--- src/rtl/oag_pkg.sv ---
package oag_pkg;

  // ----------------------------------------------------------------
  // addressing modes
  // ----------------------------------------------------------------
  typedef enum logic [4:0] {
    OAG_INHERENT,
    OAG_IMMEDIATE,
    OAG_DIR_SHORT,
    OAG_DIR_LONG,
    OAG_IDX_NOOFS,
    OAG_IDX_SHORT,
    OAG_IDX_LONG,
    OAG_IND_SHORT,
    OAG_IND_LONG,
    OAG_INDIDX_SHORT,
    OAG_INDIDX_LONG,
    OAG_REL_DIRECT,
    OAG_REL_INDIRECT,
    OAG_BIT_DIRECT,
    OAG_BIT_INDIRECT,
    OAG_BITREL_DIRECT,
    OAG_BITREL_INDIRECT
  } oag_mode_e;

  // one-byte control instructions decoded from the full 8-bit opcode in inherent mode
  typedef enum logic [2:0] {
    OAG_CTL_NONE,
    OAG_CTL_SET_MASK,
    OAG_CTL_CLR_MASK,
    OAG_CTL_TRAP,
    OAG_CTL_WAIT,
    OAG_CTL_HALT
  } oag_ctl_e;

  localparam int OAG_MODE_COUNT = 17;
  localparam logic [7:0] OAG_PAGE_ZERO_HI = 8'h00;
  localparam logic [15:0] OAG_ADDR_RESET = 16'h0000;
  localparam logic [1:0] OAG_MASK_LEVEL_SET = 2'h3;
  localparam logic [1:0] OAG_MASK_LEVEL_CLR = 2'h0;
  localparam logic [1:0] OAG_LEN_RESET = 2'h0;

  // bytes following the opcode for each mode
  function automatic logic [1:0] oag_len(input oag_mode_e m);
    case (m)
      OAG_INHERENT, OAG_IDX_NOOFS: oag_len = 2'd0;
      OAG_IMMEDIATE, OAG_DIR_SHORT, OAG_IDX_SHORT, OAG_REL_DIRECT,
      OAG_BIT_DIRECT: oag_len = 2'd1;
      OAG_BITREL_INDIRECT: oag_len = 2'd3;
      default: oag_len = 2'd2;
    endcase
  endfunction

  // page-zero expansion of a single byte
  function automatic logic [15:0] oag_pz(input logic [7:0] b);
    oag_pz = {OAG_PAGE_ZERO_HI, b};
  endfunction

endpackage

--- src/rtl/oag_ptr_if.sv ---
`timescale 1ns/1ps
interface oag_ptr_if;
  logic req;
  logic word;
  logic [7:0] addr;
  logic done;
  logic [15:0] value;
  modport master (output req, output word, output addr, input done, input value);
  modport fetcher (input req, input word, input addr, output done, output value);
endinterface

--- src/rtl/oag_operand_address_generator.sv ---
`timescale 1ns/1ps
module oag_operand_address_generator (
  input wire logic core_clk,
  input wire logic rst,
  input wire logic clk_en,
  input wire logic start,
  input wire oag_pkg::oag_mode_e mode,
  input wire logic use_y,
  input wire logic rmw,
  input wire logic [7:0] opcode,
  input wire logic [7:0] byte1,
  input wire logic [7:0] byte2,
  input wire logic [7:0] byte3,
  input wire logic [15:0] x_reg,
  input wire logic [15:0] y_reg,
  input wire logic [15:0] pc,
  output logic mem_req,
  output logic [15:0] mem_addr,
  input wire logic mem_ack,
  input wire logic [7:0] mem_rdata,
  output logic busy,
  output logic done,
  output logic illegal,
  output logic [15:0] ea,
  output logic [15:0] target,
  output logic [7:0] imm_value,
  output logic [1:0] op_len,
  output logic [1:0] int_mask,
  output logic trap_req,
  output logic wait_req,
  output logic halt_req
);
  import oag_pkg::*;

  // ----------------------------------------------------------------
  // mode classification
  // ----------------------------------------------------------------
  typedef enum logic [1:0] {OAG_IDLE, OAG_FETCH, OAG_FINISH} oag_state_e;
  oag_state_e st_q;
  oag_mode_e mode_q;
  logic use_y_q;
  logic [7:0] b1_q, b2_q;
  logic [15:0] idx_q, pc_q;
  logic [15:0] ea_q, target_q;
  logic [7:0] imm_q;
  logic [1:0] len_q, mask_q;
  logic done_q, illegal_q, trap_q, wait_q, halt_q;
  oag_ctl_e ctl;

  oag_ptr_if ptr ();

  wire is_long = (mode == OAG_DIR_LONG) || (mode == OAG_IDX_LONG) ||
                 (mode == OAG_IND_LONG) || (mode == OAG_INDIDX_LONG);
  wire rmw_bad = rmw && is_long;
  wire q_indirect = (mode_q == OAG_IND_SHORT) || (mode_q == OAG_IND_LONG) ||
                    (mode_q == OAG_INDIDX_SHORT) || (mode_q == OAG_INDIDX_LONG) ||
                    (mode_q == OAG_REL_INDIRECT) || (mode_q == OAG_BIT_INDIRECT) ||
                    (mode_q == OAG_BITREL_INDIRECT);
  wire q_word_ptr = (mode_q == OAG_IND_LONG) || (mode_q == OAG_INDIDX_LONG);
  wire [15:0] idx_sel = use_y ? y_reg : x_reg;
  // short modes only use the low byte of the index
  wire [15:0] idx_short = oag_pz(idx_q[7:0]);

  // ----------------------------------------------------------------
  // address arithmetic
  // ----------------------------------------------------------------
  // byte plus byte cannot wrap past 1FE since the sum keeps the carry
  wire [15:0] short_idx_sum = idx_short + oag_pz(b1_q);
  wire [15:0] long_idx_sum = idx_q + {b1_q, b2_q};
  wire [15:0] ptr_idx_short = idx_short + ptr.value;
  wire [15:0] ptr_idx_long = idx_q + ptr.value;
  wire [7:0] rel_ofs = (mode_q == OAG_REL_INDIRECT) ? ptr.value[7:0] : b1_q;
  wire [15:0] rel_target = pc_q + {{8{rel_ofs[7]}}, rel_ofs};

  logic [15:0] ea_d;
  always_comb begin
    ea_d = OAG_ADDR_RESET;
    case (mode_q)
      OAG_INHERENT, OAG_IMMEDIATE: ea_d = OAG_ADDR_RESET;
      OAG_DIR_SHORT, OAG_BIT_DIRECT, OAG_BITREL_DIRECT: ea_d = oag_pz(b1_q);
      OAG_DIR_LONG: ea_d = {b1_q, b2_q};
      OAG_IDX_NOOFS: ea_d = idx_short;
      OAG_IDX_SHORT: ea_d = short_idx_sum;
      OAG_IDX_LONG: ea_d = long_idx_sum;
      OAG_IND_SHORT, OAG_BIT_INDIRECT, OAG_BITREL_INDIRECT:
        ea_d = oag_pz(ptr.value[7:0]);
      OAG_IND_LONG: ea_d = ptr.value;
      OAG_INDIDX_SHORT: ea_d = ptr_idx_short;
      OAG_INDIDX_LONG: ea_d = ptr_idx_long;
      OAG_REL_DIRECT, OAG_REL_INDIRECT: ea_d = rel_target;
      default: ea_d = OAG_ADDR_RESET;
    endcase
  end

  // bit-test-and-branch offset is the last trailing byte, held in b2_q for both variants;
  // the first trailing byte is the operand address (direct) or the pointer address (indirect), never the offset
  wire [7:0] btb_ofs = b2_q;
  wire [15:0] btb_target = pc_q + {{8{btb_ofs[7]}}, btb_ofs};
  wire q_btb = (mode_q == OAG_BITREL_DIRECT) || (mode_q == OAG_BITREL_INDIRECT);

  // ----------------------------------------------------------------
  // control instruction decode and pointer fetcher
  // ----------------------------------------------------------------
  oag_ctl_decode u_ctl (
    .opcode(opcode),
    .is_inherent(mode == OAG_INHERENT),
    .ctl(ctl)
  );

  assign ptr.req = (st_q == OAG_FETCH);
  assign ptr.word = q_word_ptr;
  assign ptr.addr = b1_q;

  oag_ptr_fetch u_fetch (
    .core_clk(core_clk),
    .rst(rst),
    .clk_en(clk_en),
    .p(ptr.fetcher),
    .mem_req(mem_req),
    .mem_addr(mem_addr),
    .mem_ack(mem_ack),
    .mem_rdata(mem_rdata)
  );

  // ----------------------------------------------------------------
  // sequencing
  // ----------------------------------------------------------------
  always_ff @(posedge core_clk or posedge rst) begin
    if (rst) begin
      st_q <= OAG_IDLE;
      mode_q <= OAG_INHERENT;
      use_y_q <= 1'b0;
      b1_q <= 8'h00;
      b2_q <= 8'h00;
      idx_q <= OAG_ADDR_RESET;
      pc_q <= OAG_ADDR_RESET;
      len_q <= OAG_LEN_RESET;
    end else if (clk_en) begin
      case (st_q)
        OAG_IDLE: if (start && !rmw_bad) begin
          mode_q <= mode;
          use_y_q <= use_y;
          idx_q <= idx_sel;
          pc_q <= pc;
          len_q <= oag_len(mode);
          // third trailing byte, byte3, carries the branch offset of the indirect bit-test-and-branch
          b1_q <= byte1;
          b2_q <= (mode == OAG_BITREL_INDIRECT) ? byte3 : byte2;
          st_q <= OAG_FINISH;
          if (mode == OAG_IND_SHORT || mode == OAG_IND_LONG ||
              mode == OAG_INDIDX_SHORT || mode == OAG_INDIDX_LONG ||
              mode == OAG_REL_INDIRECT || mode == OAG_BIT_INDIRECT ||
              mode == OAG_BITREL_INDIRECT) st_q <= OAG_FETCH;
        end
        OAG_FETCH: if (ptr.done) st_q <= OAG_FINISH;
        OAG_FINISH: st_q <= OAG_IDLE;
        default: st_q <= OAG_IDLE;
      endcase
    end
  end

  always_ff @(posedge core_clk or posedge rst) begin
    if (rst) begin
      ea_q <= OAG_ADDR_RESET;
      target_q <= OAG_ADDR_RESET;
      imm_q <= 8'h00;
      done_q <= 1'b0;
      illegal_q <= 1'b0;
      mask_q <= OAG_MASK_LEVEL_SET;
      trap_q <= 1'b0;
      wait_q <= 1'b0;
      halt_q <= 1'b0;
    end else if (clk_en) begin
      done_q <= (st_q == OAG_FINISH);
      illegal_q <= (st_q == OAG_IDLE) && start && rmw_bad;
      trap_q <= 1'b0;
      wait_q <= 1'b0;
      halt_q <= 1'b0;
      if (st_q == OAG_IDLE && start && !rmw_bad) begin
        imm_q <= (mode == OAG_IMMEDIATE) ? byte1 : 8'h00;
        if (ctl == OAG_CTL_SET_MASK) mask_q <= OAG_MASK_LEVEL_SET;
        if (ctl == OAG_CTL_CLR_MASK) mask_q <= OAG_MASK_LEVEL_CLR;
        trap_q <= (ctl == OAG_CTL_TRAP);
        wait_q <= (ctl == OAG_CTL_WAIT);
        halt_q <= (ctl == OAG_CTL_HALT);
      end
      if (st_q == OAG_FINISH) begin
        ea_q <= ea_d;
        target_q <= q_btb ? btb_target : ea_d;
      end
    end
  end

  assign busy = (st_q != OAG_IDLE);
  assign done = done_q;
  assign illegal = illegal_q;
  assign ea = ea_q;
  assign target = target_q;
  assign imm_value = imm_q;
  assign op_len = len_q;
  assign int_mask = mask_q;
  assign trap_req = trap_q;
  assign wait_req = wait_q;
  assign halt_req = halt_q;
  wire unused_ok = use_y_q | q_indirect;
endmodule

--- src/rtl/oag_ptr_fetch.sv ---
`timescale 1ns/1ps
module oag_ptr_fetch (
  input wire logic core_clk,
  input wire logic rst,
  input wire logic clk_en,
  oag_ptr_if.fetcher p,
  output logic mem_req,
  output logic [15:0] mem_addr,
  input wire logic mem_ack,
  input wire logic [7:0] mem_rdata
);
  import oag_pkg::*;

  typedef enum logic [1:0] {OAG_PF_IDLE, OAG_PF_HI, OAG_PF_LO} oag_pf_e;
  oag_pf_e st_q;
  logic [7:0] hi_q;
  logic [15:0] val_q;
  logic done_q;
  logic [7:0] next_ptr;

  assign next_ptr = p.addr + 8'h01;
  // pointer lives in page zero, word pointers are high byte first
  assign mem_req = (st_q != OAG_PF_IDLE);
  assign mem_addr = (st_q == OAG_PF_LO && p.word) ? oag_pz(next_ptr) : oag_pz(p.addr);
  assign p.done = done_q;
  assign p.value = val_q;

  always_ff @(posedge core_clk or posedge rst) begin
    if (rst) begin
      st_q <= OAG_PF_IDLE;
      hi_q <= 8'h00;
      val_q <= OAG_ADDR_RESET;
      done_q <= 1'b0;
    end else if (clk_en) begin
      done_q <= 1'b0;
      case (st_q)
        OAG_PF_IDLE: if (p.req && !done_q) st_q <= p.word ? OAG_PF_HI : OAG_PF_LO;
        OAG_PF_HI: if (mem_ack) begin
          hi_q <= mem_rdata;
          st_q <= OAG_PF_LO;
        end
        OAG_PF_LO: if (mem_ack) begin
          val_q <= p.word ? {hi_q, mem_rdata} : oag_pz(mem_rdata);
          done_q <= 1'b1;
          st_q <= OAG_PF_IDLE;
        end
        default: st_q <= OAG_PF_IDLE;
      endcase
    end
  end
endmodule

--- src/rtl/oag_ctl_decode.sv ---
`timescale 1ns/1ps
module oag_ctl_decode (
  input wire logic [7:0] opcode,
  input wire logic is_inherent,
  output oag_pkg::oag_ctl_e ctl
);
  import oag_pkg::*;

  // opcode values of the control instructions are fixed localparams of the decoder
  localparam logic [7:0] OP_SET_MASK = 8'h9B;
  localparam logic [7:0] OP_CLR_MASK = 8'h9A;
  localparam logic [7:0] OP_TRAP = 8'h83;
  localparam logic [7:0] OP_WAIT = 8'h8F;
  localparam logic [7:0] OP_HALT = 8'h8E;

  assign ctl = !is_inherent ? OAG_CTL_NONE :
               (opcode == OP_SET_MASK) ? OAG_CTL_SET_MASK :
               (opcode == OP_CLR_MASK) ? OAG_CTL_CLR_MASK :
               (opcode == OP_TRAP) ? OAG_CTL_TRAP :
               (opcode == OP_WAIT) ? OAG_CTL_WAIT :
               (opcode == OP_HALT) ? OAG_CTL_HALT : OAG_CTL_NONE;
endmodule

--- config.mk ---
export PLATFORM = sky130hd
export DESIGN_NAME = oag_operand_address_generator
export DESIGN_NICKNAME = d
export VERILOG_FILES = /design/src/rtl/oag_pkg.sv /design/src/rtl/oag_ptr_if.sv /design/src/rtl/oag_operand_address_generator.sv /design/src/rtl/oag_ptr_fetch.sv /design/src/rtl/oag_ctl_decode.sv
export SDC_FILE = /design/constraint.sdc
export NUM_CORES = 1
export LEC_CHECK = 0
export ABC_AREA = 1
export BUFFER_PORTS_ARGS = -buffer_cell sky130_fd_sc_hd__buf_2
export CORE_ASPECT_RATIO = 2
export CORE_MARGIN = 2
export CORE_UTILIZATION = 55
export CTS_CLUSTER_SIZE = 8
export DETAILED_ROUTE_END_ITERATION = 6
export HOLD_SLACK_MARGIN = 0.12
export PLACE_DENSITY = 0.85
export SYNTH_ARGS = -nofsm -noshare
export SYNTH_HDL_FRONTEND = slang
export SYNTH_SLANG_ARGS = --single-unit
--- constraint.sdc ---
create_clock -name core_clk -period 10.6 [get_ports core_clk]
set_clock_uncertainty 0.05 [all_clocks]
set_input_delay 2.65 -clock core_clk [delete_from_list [all_inputs] [get_ports core_clk]]
set_output_delay 2.65 -clock core_clk [all_outputs]
set_load 0.02 [all_outputs]
==> results.ini, run 1 <==
[outcome]
status = complete, no violations

[floorplan]
std_cell_rows = 72
die-area_um2 = 20900
die_h_um = 203
core_area_um2 = 19400
die_x_um = 103
io_pins = 167
initial_core_util = 0.560

[clock_tree]
cts_tree = built
root_buffer = clkbuf_16
clk_pin_slew_ps = 60
cts_resized = 0
cts_buffer_depth = 2
cts_hold_buf = 0
worstSkewPairLatency_ps = 450
htree_levels = 4
numCtsBuffers = 17
postCtsSetupBuffers = 0
cts.sinks = 130

[setup_path]
required_ps = 7900
start_kind = flop
crit_start = mode_q[4]
reg2reg_depth = 21
endpoint_kind = output port
cp.depth = 8
crit_type = flop to output port
reg2reg_to = target[14]
cpPeakStageDelay_ps = 490
cp-endpoint = mem_addr[5]
reg2reg_slack_ps = 6300
cpLargestDelayFamily = simple AND/OR/NAND/NOR gates
crit_slowest_cell = dfrtp_1
worst-path-buf-inv = 1
r2r-start = mode_q[1]
cp_data_arrival_time_ps = 2500
path_cells = nor2_4 -> nand2_8 -> nor2_8 -> nand2_4 -> nor4_1 -> nand2_1 -> a21boi_0 -> buf_2
cp_max_fo = 10

[yosys]
yosysMostFrequentCell = nand2_1
avgSynthCellArea_um2 = 6.63
synth_top_area_share = 0.298
synth_ff_type = dfrtp_1
syn_area_um2 = 10900
synth_edf_count = 0
synthTopCellsByCount = nand2_1 (557), inv_1 (206), nand3_1 (151)
synth_cells = 1636
synth_area_leaders = dfrtp_1 (30%), nand2_1 (19%), ha_1 (9.2%), inv_1 (7.1%), nand3_1 (7.0%)
seq_area_frac_synth = 0.300
synth_cell_types = 57
ys_seq_elements = 130
synth_area_leader_cell = dfrtp_1
ys_warn_count = 0
async_reset_ff_frac = 1.00

[route]
vias = 11600
routed_via_density = 5.63
drc = 0
drt-wirelength-per-cell_um = 19.5
first_pass_iters = 5
drt_iter0_drc = 656
totalWireLength_um = 40000
ant_nets = 0

[global_routing]
overflow = 0
grt_start_max_net_pins = 71
grt_pass1_vias = 11300
grt_pass1_wl_um = 60200
antenna_found_initial = 0
grt_usage = 0.391

[power_and_ir_drop]
p_leak_nw = 6.90
peakVddDrop_v = 0.000238
power_density_nw_per_um2 = 359

[timing]
fmax_mhz = 192
hold_violations = 0
hold_ws_ps = 424
period_needed_ps = 5200
relSlewSlack = 0.290
fin_crit_sh = 0.491
setup_viol = 0
rsz0062_at_grt = no
fin_tns_setup_ps = 0
worst-slew-pin-transition_ps = 1060
final_max_slew_viol_count = 0

[finish]
n_antenna_cell = 0
drive_gt1_frac = 0.138
fin_nets = 1967
area_delta_synth_final_pct = 14.1

[place]
port_buffers = 158
dp_hpwl_um = 31900
globalplace.congestion = 1.06

[flow_run]
drv_cap = 0

[worst_hold_path]
hold_class = flop to flop

## per-layer routing
metal | routed length [um] | track usage
met3 | 2190 | 0.0771
met1 | 13500 | 0.390
met2 | 20400 | 0.675
met5 | 0 | 0
met4 | 3870 | 0.317
## sequential cells by signal (all words and copies together) (netlist names), 2 cells and up
signal / cells
b1_q: 8
b2_q: 8
ea: 16
idx_q: 16
imm_value: 8
mode_q: 5
op_len: 2
pc_q: 16
st_q: 2
target: 16
u_fetch.hi_q: 8
u_fetch.p.value: 16
u_fetch.st_q: 2
## power by group
group | internal, mW | leakage [nW] | switching [mW]
Clock | 0.360 | 0.280 | 0.239
Sequential | 0.687 | 1.65 | 0.303
Combinational | 0.923 | 4.97 | 1.93
Total | 1.97 | 6.90 | 2.47
## how the worst min path moves through the flow
stage	start	to	slack, ps	cells past startpoint
2_1_floorplan	u_fetch.hi_q[1]	u_fetch.hi_q[1]	400	2
3_3_place_gp	target[6]	target[6]	410	2
3_5_place_dp	target[6]	target[6]	410	2
4_1_cts	target[6]	target[6]	430	2
5_1_grt	target[8]	target[8]	450	2
6_report	target[8]	target[8]	420	2
## tightest hold or removal path: cells and delay by family (launching register included)
kind             cells  cell delay (ps)
DFF                  1              340
and+or+nand+nor      2              100
## layout make-up
cell class                      count  area [um2]
Clock inverter                     11         128
Inverter                          216         817
Sequential cell                   130        3250
Clock buffer                       21         460
Fill cell                        1857        6990
Multi-Input combinational cell   1253        6560
Timing Repair Buffer              164         836
Tap cell                          259         324
## cell usage in the layout (no fill, tap or decap), drive strengths merged
cell and n:
nand2 564, inv 218, buf 164, nand3 153, dfrtp 129, o21ai 128
nor2 115, ha 80, a21oi 53, nand4 29, clkbuf 21, nor3 17
a31oi 14, xor2 14, o211ai 12, o22ai 10, nand3b 10, or2 10
conb 8, mux2 6, fa 5, xnor2 4, clkinv 4, nor4 4
o21a 3, and2 3, clkinvlp 3, nor3b 2, a21o 2, bufinv 2
o31ai 1, o311ai 1, a22o 1, a22oi 1, a21boi 1, a311oi 1
and3 1, dfstp 1
## cell families after synthesis
kind of cell    share of synthesized area
simple gates                        0.366
buf+inv                            0.0978
compound gates                      0.114
flops                               0.300
fa+ha+maj                           0.101
xor+xnor                           0.0145
mux                               0.00623
other cells                      0.000346
## per-stage QoR
| step | utilization | total power, mW | std cells | instance area (um2) | setup slack, ps |
|---|---|---|---|---|---|
| after detailed placement | 0.609 | 3.72 | 2022 | 11800 | 5340 |
| after global placement | 0.609 | 3.67 | 2022 | 11800 | 5480 |
| after floorplan | - | 2.84 | 1643 | 10900 | 4430 |
| final | 0.639 | 4.44 | 2054 | 12400 | 5400 |
| after global routing | 0.639 | 4.78 | 2054 | 12400 | 5250 |
| after CTS | 0.639 | 4.34 | 2054 | 12400 | 5470 |
No activity file was read; power rests on OpenSTA's default activity.
==> inputs of run 2 (changes only) <==
CORE_UTILIZATION = 53   (was 55)
clock period = 4.6 ns   (was 10.6 ns; I/O delays follow)
==> results.ini, run 2 (synthesis gave the netlist of run 1 again) <==
[clock_tree]
htree_levels = 4  ; unchanged
cts_resized = 0  ; unchanged
cts_hold_buf = 0  ; unchanged
worstSkewPairLatency_ps = 450  ; about the same
root_buffer = clkbuf_16
cts_buffer_depth = 2  ; unchanged
postCtsSetupBuffers = 0  ; unchanged
cts_tree = built
numCtsBuffers = 17  ; unchanged
cts.sinks = 130  ; unchanged
clk_pin_slew_ps = 60  ; about the same

[timing]
setup_viol = 0  ; unchanged
fin_crit_sh = 0.857
relSlewSlack = 0.328  ; +0.0382
worst-slew-pin-transition_ps = 998  ; -59.9 ps
final_max_slew_viol_count = 0  ; unchanged
rsz0062_at_grt = no
hold_ws_ps = 427  ; +3.85 ps
hold_violations = 0  ; unchanged
fin_tns_setup_ps = 0  ; unchanged
fmax_mhz = 254
period_needed_ps = 3940

[route]
vias = 11600  ; +0.29%
drc = 10  ; +10
ant_nets = 0  ; unchanged
drt_iter0_drc = 949  ; +45%
routed_via_density = 5.62  ; -0.10%
totalWireLength_um = 38500  ; -3.7%
first_pass_iters = 7  ; +2
drt-wirelength-per-cell_um = 18.7  ; -4.1%

[finish]
n_fill_cell = 1838  ; -1.0%
layout_commonest_cell = nand2_1
area_delta_synth_final_pct = 15.0
final_cell_mix = nand2_1 (557), inv_1 (205), buf_2 (158)
n_antenna_cell = 0  ; unchanged
fin_nets = 1968  ; +0.051%
drive_gt1_frac = 0.140  ; +0.00159

[setup_path]
r2r-start = mode_q[0]
cp_max_fo = 27  ; +17
cp.depth = 20  ; +12
path_cells = nor2_4 -> nand3_1 -> o21ai_0 -> ha_1 -> inv_1 -> fa_1 -> inv_1 -> nand3_1 -> nand2_1 -> nand2_1 -> nand2_1 -> nand2_1 -> nand2_1 -> nand2_1 -> nand3_1 -> nand2_1 -> nor2_1 -> nand2_1 -> nand2_1 -> nand2_1
crit_type = flop to flop
crit_top_cell = nand2_1
crit_slowest_cell = nand3_1
cp_data_arrival_time_ps = 4230  ; +1730 ps
cpPeakStageDelay_ps = 690  ; +200 ps
start_kind = flop
reg2reg_slack_ps = 660  ; -5640 ps
required_ps = 4890  ; -3010 ps
crit_start = mode_q[0]
cpLargestDelayFamily = simple AND/OR/NAND/NOR gates
worst-path-buf-inv = 2  ; +1
endpoint_kind = flop
reg2reg_depth = 20  ; -4.8%

[place]
port_buffers = 158  ; unchanged
dp_hpwl_um = 31000  ; -2.7%
globalplace.congestion = 1.06  ; -0.73%

[power_and_ir_drop]
power_density_nw_per_um2 = 814  ; +130%
p_leak_nw = 6.94  ; +0.58%
peakVddDrop_v = 0.000488  ; +100%

[floorplan]
die_x_um = 105  ; +1.8%
initial_core_util = 0.535  ; -0.0251
die-area_um2 = 21700  ; +3.7%
io_pins = 167  ; unchanged
std_cell_rows = 74  ; +2.8%
core_area_um2 = 20300  ; +4.7%
die_h_um = 206  ; +1.8%

[global_routing]
overflow = 0  ; unchanged
antenna_found_initial = 0  ; unchanged
grt_pass1_vias = 11100  ; -2.0%
use_met2 = 0.626  ; -0.0487
grt_usage = 0.355  ; -0.0356
grt-busiest-layer = met2
grtUsageMet1 = 0.351  ; -0.0398
grt_start_max_net_pins = 68  ; -4.2%
grt_pass1_wl_um = 58100  ; -3.5%
met3_usage = 0.0637  ; -0.0134

[worst_hold_path]
hold_class = flop to flop
hp-start = target[13]
whs_path_depth = 2  ; unchanged

[outcome]
violations = DRC
status = finished with violations

[flow_run]
drv_cap = 0  ; unchanged

==> run 2: final timing paths <==
kind / endpoint
hold / removal: target[13]
max in group asynchronous: target[0]
hold reg to reg: target[13]
min in group asynchronous: target[4]
setup / recovery: target[14]
setup reg to reg: target[14]
==> run 2: worst register-to-register path: stages, from the launching register on <==
cell,delay (ps)
dfrtp_1,540
nor2_4,240
nand3_1,690
o21ai_0,450
ha_1,230
inv_1,60
fa_1,430
inv_1,70
nand3_1,60
nand2_1,150
nand2_1,100
nand2_1,140
nand2_1,90
nand2_1,70
nand2_1,50
nand3_1,60
nand2_1,60
nor2_1,120
nand2_1,60
nand2_1,60
nand2_1,50
==> run 2: per-layer routing <==
layer,vias up,share of wire
li1,5600,-
met3,194,0.051
met2,480,0.50
met4,0,0.11
met5,-,0
met1,5317,0.34
==> run 2: layout make-up <==
type,instances,area (um2),area share
inverter,216,818,0.0656
tap,266,333,0.0267
clock inverter,13,205,0.0164
multi-input combinational,1253,6560,0.526
clock buffer,19,453,0.0363
timing repair buffer,165,856,0.0686
sequential,130,3250,0.261
==> run 2: through the flow <==
stage               power, mW   util  cells  instance area [um2]  setup WS [ps]
floorplan                6.53      -   1643                10900           1570
global placement         8.33  0.583   2030                11800            855
detailed placement       8.44  0.583   2030                11800            759
CTS                      10.0  0.616   2062                12500            741
global route             11.0  0.616   2062                12500            311
finish                   10.2  0.616   2062                12500            659
==> run 2: where the power goes <==
group	internal, mW	total, mW	switching [mW]
combinational	2.12	6.34	4.22
sequential	1.58	2.29	0.706
clock	0.989	1.54	0.547
==> inputs of run 3 (changes only) <==
CORE_UTILIZATION = 45   (was 53)
PLACE_DENSITY = 0.75   (was 0.85)
==> results.ini, run 3 (synthesis gave the netlist of run 1 again) <==
[clock_tree]
cts_tree = built
worstSkewPairLatency_ps = 460  ; about the same
cts_hold_buf = 0  ; unchanged
cts_buffer_depth = 2  ; unchanged
cts_resized = 0  ; unchanged
clk_pin_slew_ps = 60  ; about the same
root_buffer = clkbuf_16
htree_levels = 4  ; unchanged
numCtsBuffers = 17  ; unchanged
cts.sinks = 130  ; unchanged
postCtsSetupBuffers = 0  ; unchanged

[timing]
worst-slew-pin-transition_ps = 1060  ; +59.4 ps
fin_tns_setup_ps = 0  ; unchanged
hold_violations = 0  ; unchanged
final_max_slew_viol_count = 0  ; unchanged
period_needed_ps = 3750  ; -193 ps
relSlewSlack = 0.290  ; -0.0379
setup_viol = 0  ; unchanged
fin_crit_sh = 0.815  ; -0.0419
rsz0062_at_grt = no
hold_ws_ps = 422  ; -5.85 ps
fmax_mhz = 267  ; +5.1%

[route]
routed.top_layer = met4
totalWireLength_um = 39500  ; +2.6%
dr_wl_met2_um = 20400  ; +5.7%
wl_met3_um = 1520  ; -23%
routed_via_density = 5.49  ; -2.4%
drt-met1-wl_um = 13900  ; +5.8%
drc = 0  ; -10
ant_nets = 0  ; unchanged
first_pass_iters = 6  ; -1
drt_iter0_drc = 709  ; -25%
drt-wirelength-per-cell_um = 19.0  ; +1.5%
vias = 11400  ; -1.3%

[power_and_ir_drop]
p_leak_nw = 6.92  ; -0.34%
power_density_nw_per_um2 = 806  ; -1.0%
report.power.total_mw = 10.1  ; -1.1%
peakVddDrop_v = 0.000340  ; -30%

[floorplan]
core_area_um2 = 23800  ; +17%
die-area_um2 = 25400  ; +17%
die_h_um = 224  ; +8.4%
io_pins = 167  ; unchanged
initial_core_util = 0.455  ; -0.0796
std_cell_rows = 80  ; +8.1%
die_x_um = 114  ; +8.2%

[setup_path]
endpoint_kind = output port
crit_type = flop to output port
start_kind = flop
reg2reg_slack_ps = 1130  ; +470 ps
cp_data_arrival_time_ps = 2550  ; -1680 ps
required_ps = 3400  ; -1490 ps
cp_max_fo = 10  ; -63%

[finish]
fin_area_um2 = 12500  ; about the same
fin_nets = 1970  ; +0.10%
layout_commonest_cell = nand2_1
n_antenna_cell = 0  ; unchanged
final_cell_mix = nand2_1 (557), inv_1 (205), buf_2 (158)
area_delta_synth_final_pct = 15.0  ; about the same
drive_gt1_frac = 0.141  ; +0.000957
final_core_util = 0.524  ; -0.0919

[place]
globalplace.congestion = 1.02  ; -3.6%
dpl_cell_area_um2 = 11900  ; +0.35%
port_buffers = 158  ; unchanged
dp_hpwl_um = 31900  ; +2.9%

[global_routing]
antenna_found_initial = 0  ; unchanged
grt_pass1_wl_um = 60600  ; +4.3%
grt_pass1_vias = 11400  ; +2.5%
grt_start_max_net_pins = 95  ; +40%
grt_usage = 0.317  ; -0.0383
overflow = 0  ; unchanged

[outcome]
status = complete, no violations

[worst_hold_path]
hold_class = flop to flop

[flow_run]
drv_cap = 0  ; unchanged

-- run 3: per-stage QoR --
stage / std cells / setup WS [ps]
2_1_floorplan: 1643 / 1570
3_3_place_gp: 2053 / 1190
3_5_place_dp: 2053 / 1130
4_1_cts: 2085 / 861
5_1_grt: 2085 / 701
6_report: 2085 / 852
-- run 3: final timing paths --
path / startpoint / to / cells after the start
worst max-delay path: mode_q[4] / mem_addr[5] / 8
worst min-delay path: ea[2] / ea[2] / 2
worst max register to register: mode_q[0] / target[14] / 21
worst min register to register: ea[2] / ea[2] / 2
max in group asynchronous: rst / b2_q[7] / 3
min in group asynchronous: rst / target[4] / 3
-- run 3: cell type report --
cell class | count | area [um2]
Inverter | 216 | 818
Timing Repair Buffer | 167 | 871
Sequential cell | 130 | 3250
Multi-Input combinational cell | 1253 | 6560
Clock inverter | 15 | 185
Clock buffer | 17 | 425
Tap cell | 287 | 359
Fill cell | 2493 | 11300
-- run 3: power breakdown --
group / internal (mW) / leakage [nW] / total [mW] / switching (mW)
Sequential: 1.58 / 1.65 / 2.27 / 0.684
Clock: 0.855 / 0.282 / 1.43 / 0.577
Combinational: 2.12 / 4.98 / 6.35 / 4.24
-- run 3: layer usage --
| metal | vias to the layer above | track usage |
|---|---|---|
| li1 | 5587 | - |
| met1 | 5307 | 0.315 |
| met2 | 397 | 0.567 |
| met3 | 149 | 0.0503 |
| met4 | 0 | 0.264 |
| met5 | - | 0 |
-- run 3: worst max-delay path: stages, from the launching register on --
cell and delay (ps):
dfrtp_1 500, nor2_4 250, nand2_8 110, nor2_8 220, nand2_4 130, nor4_1 260, nand2_1 80, a21boi_0 290
buf_2 230
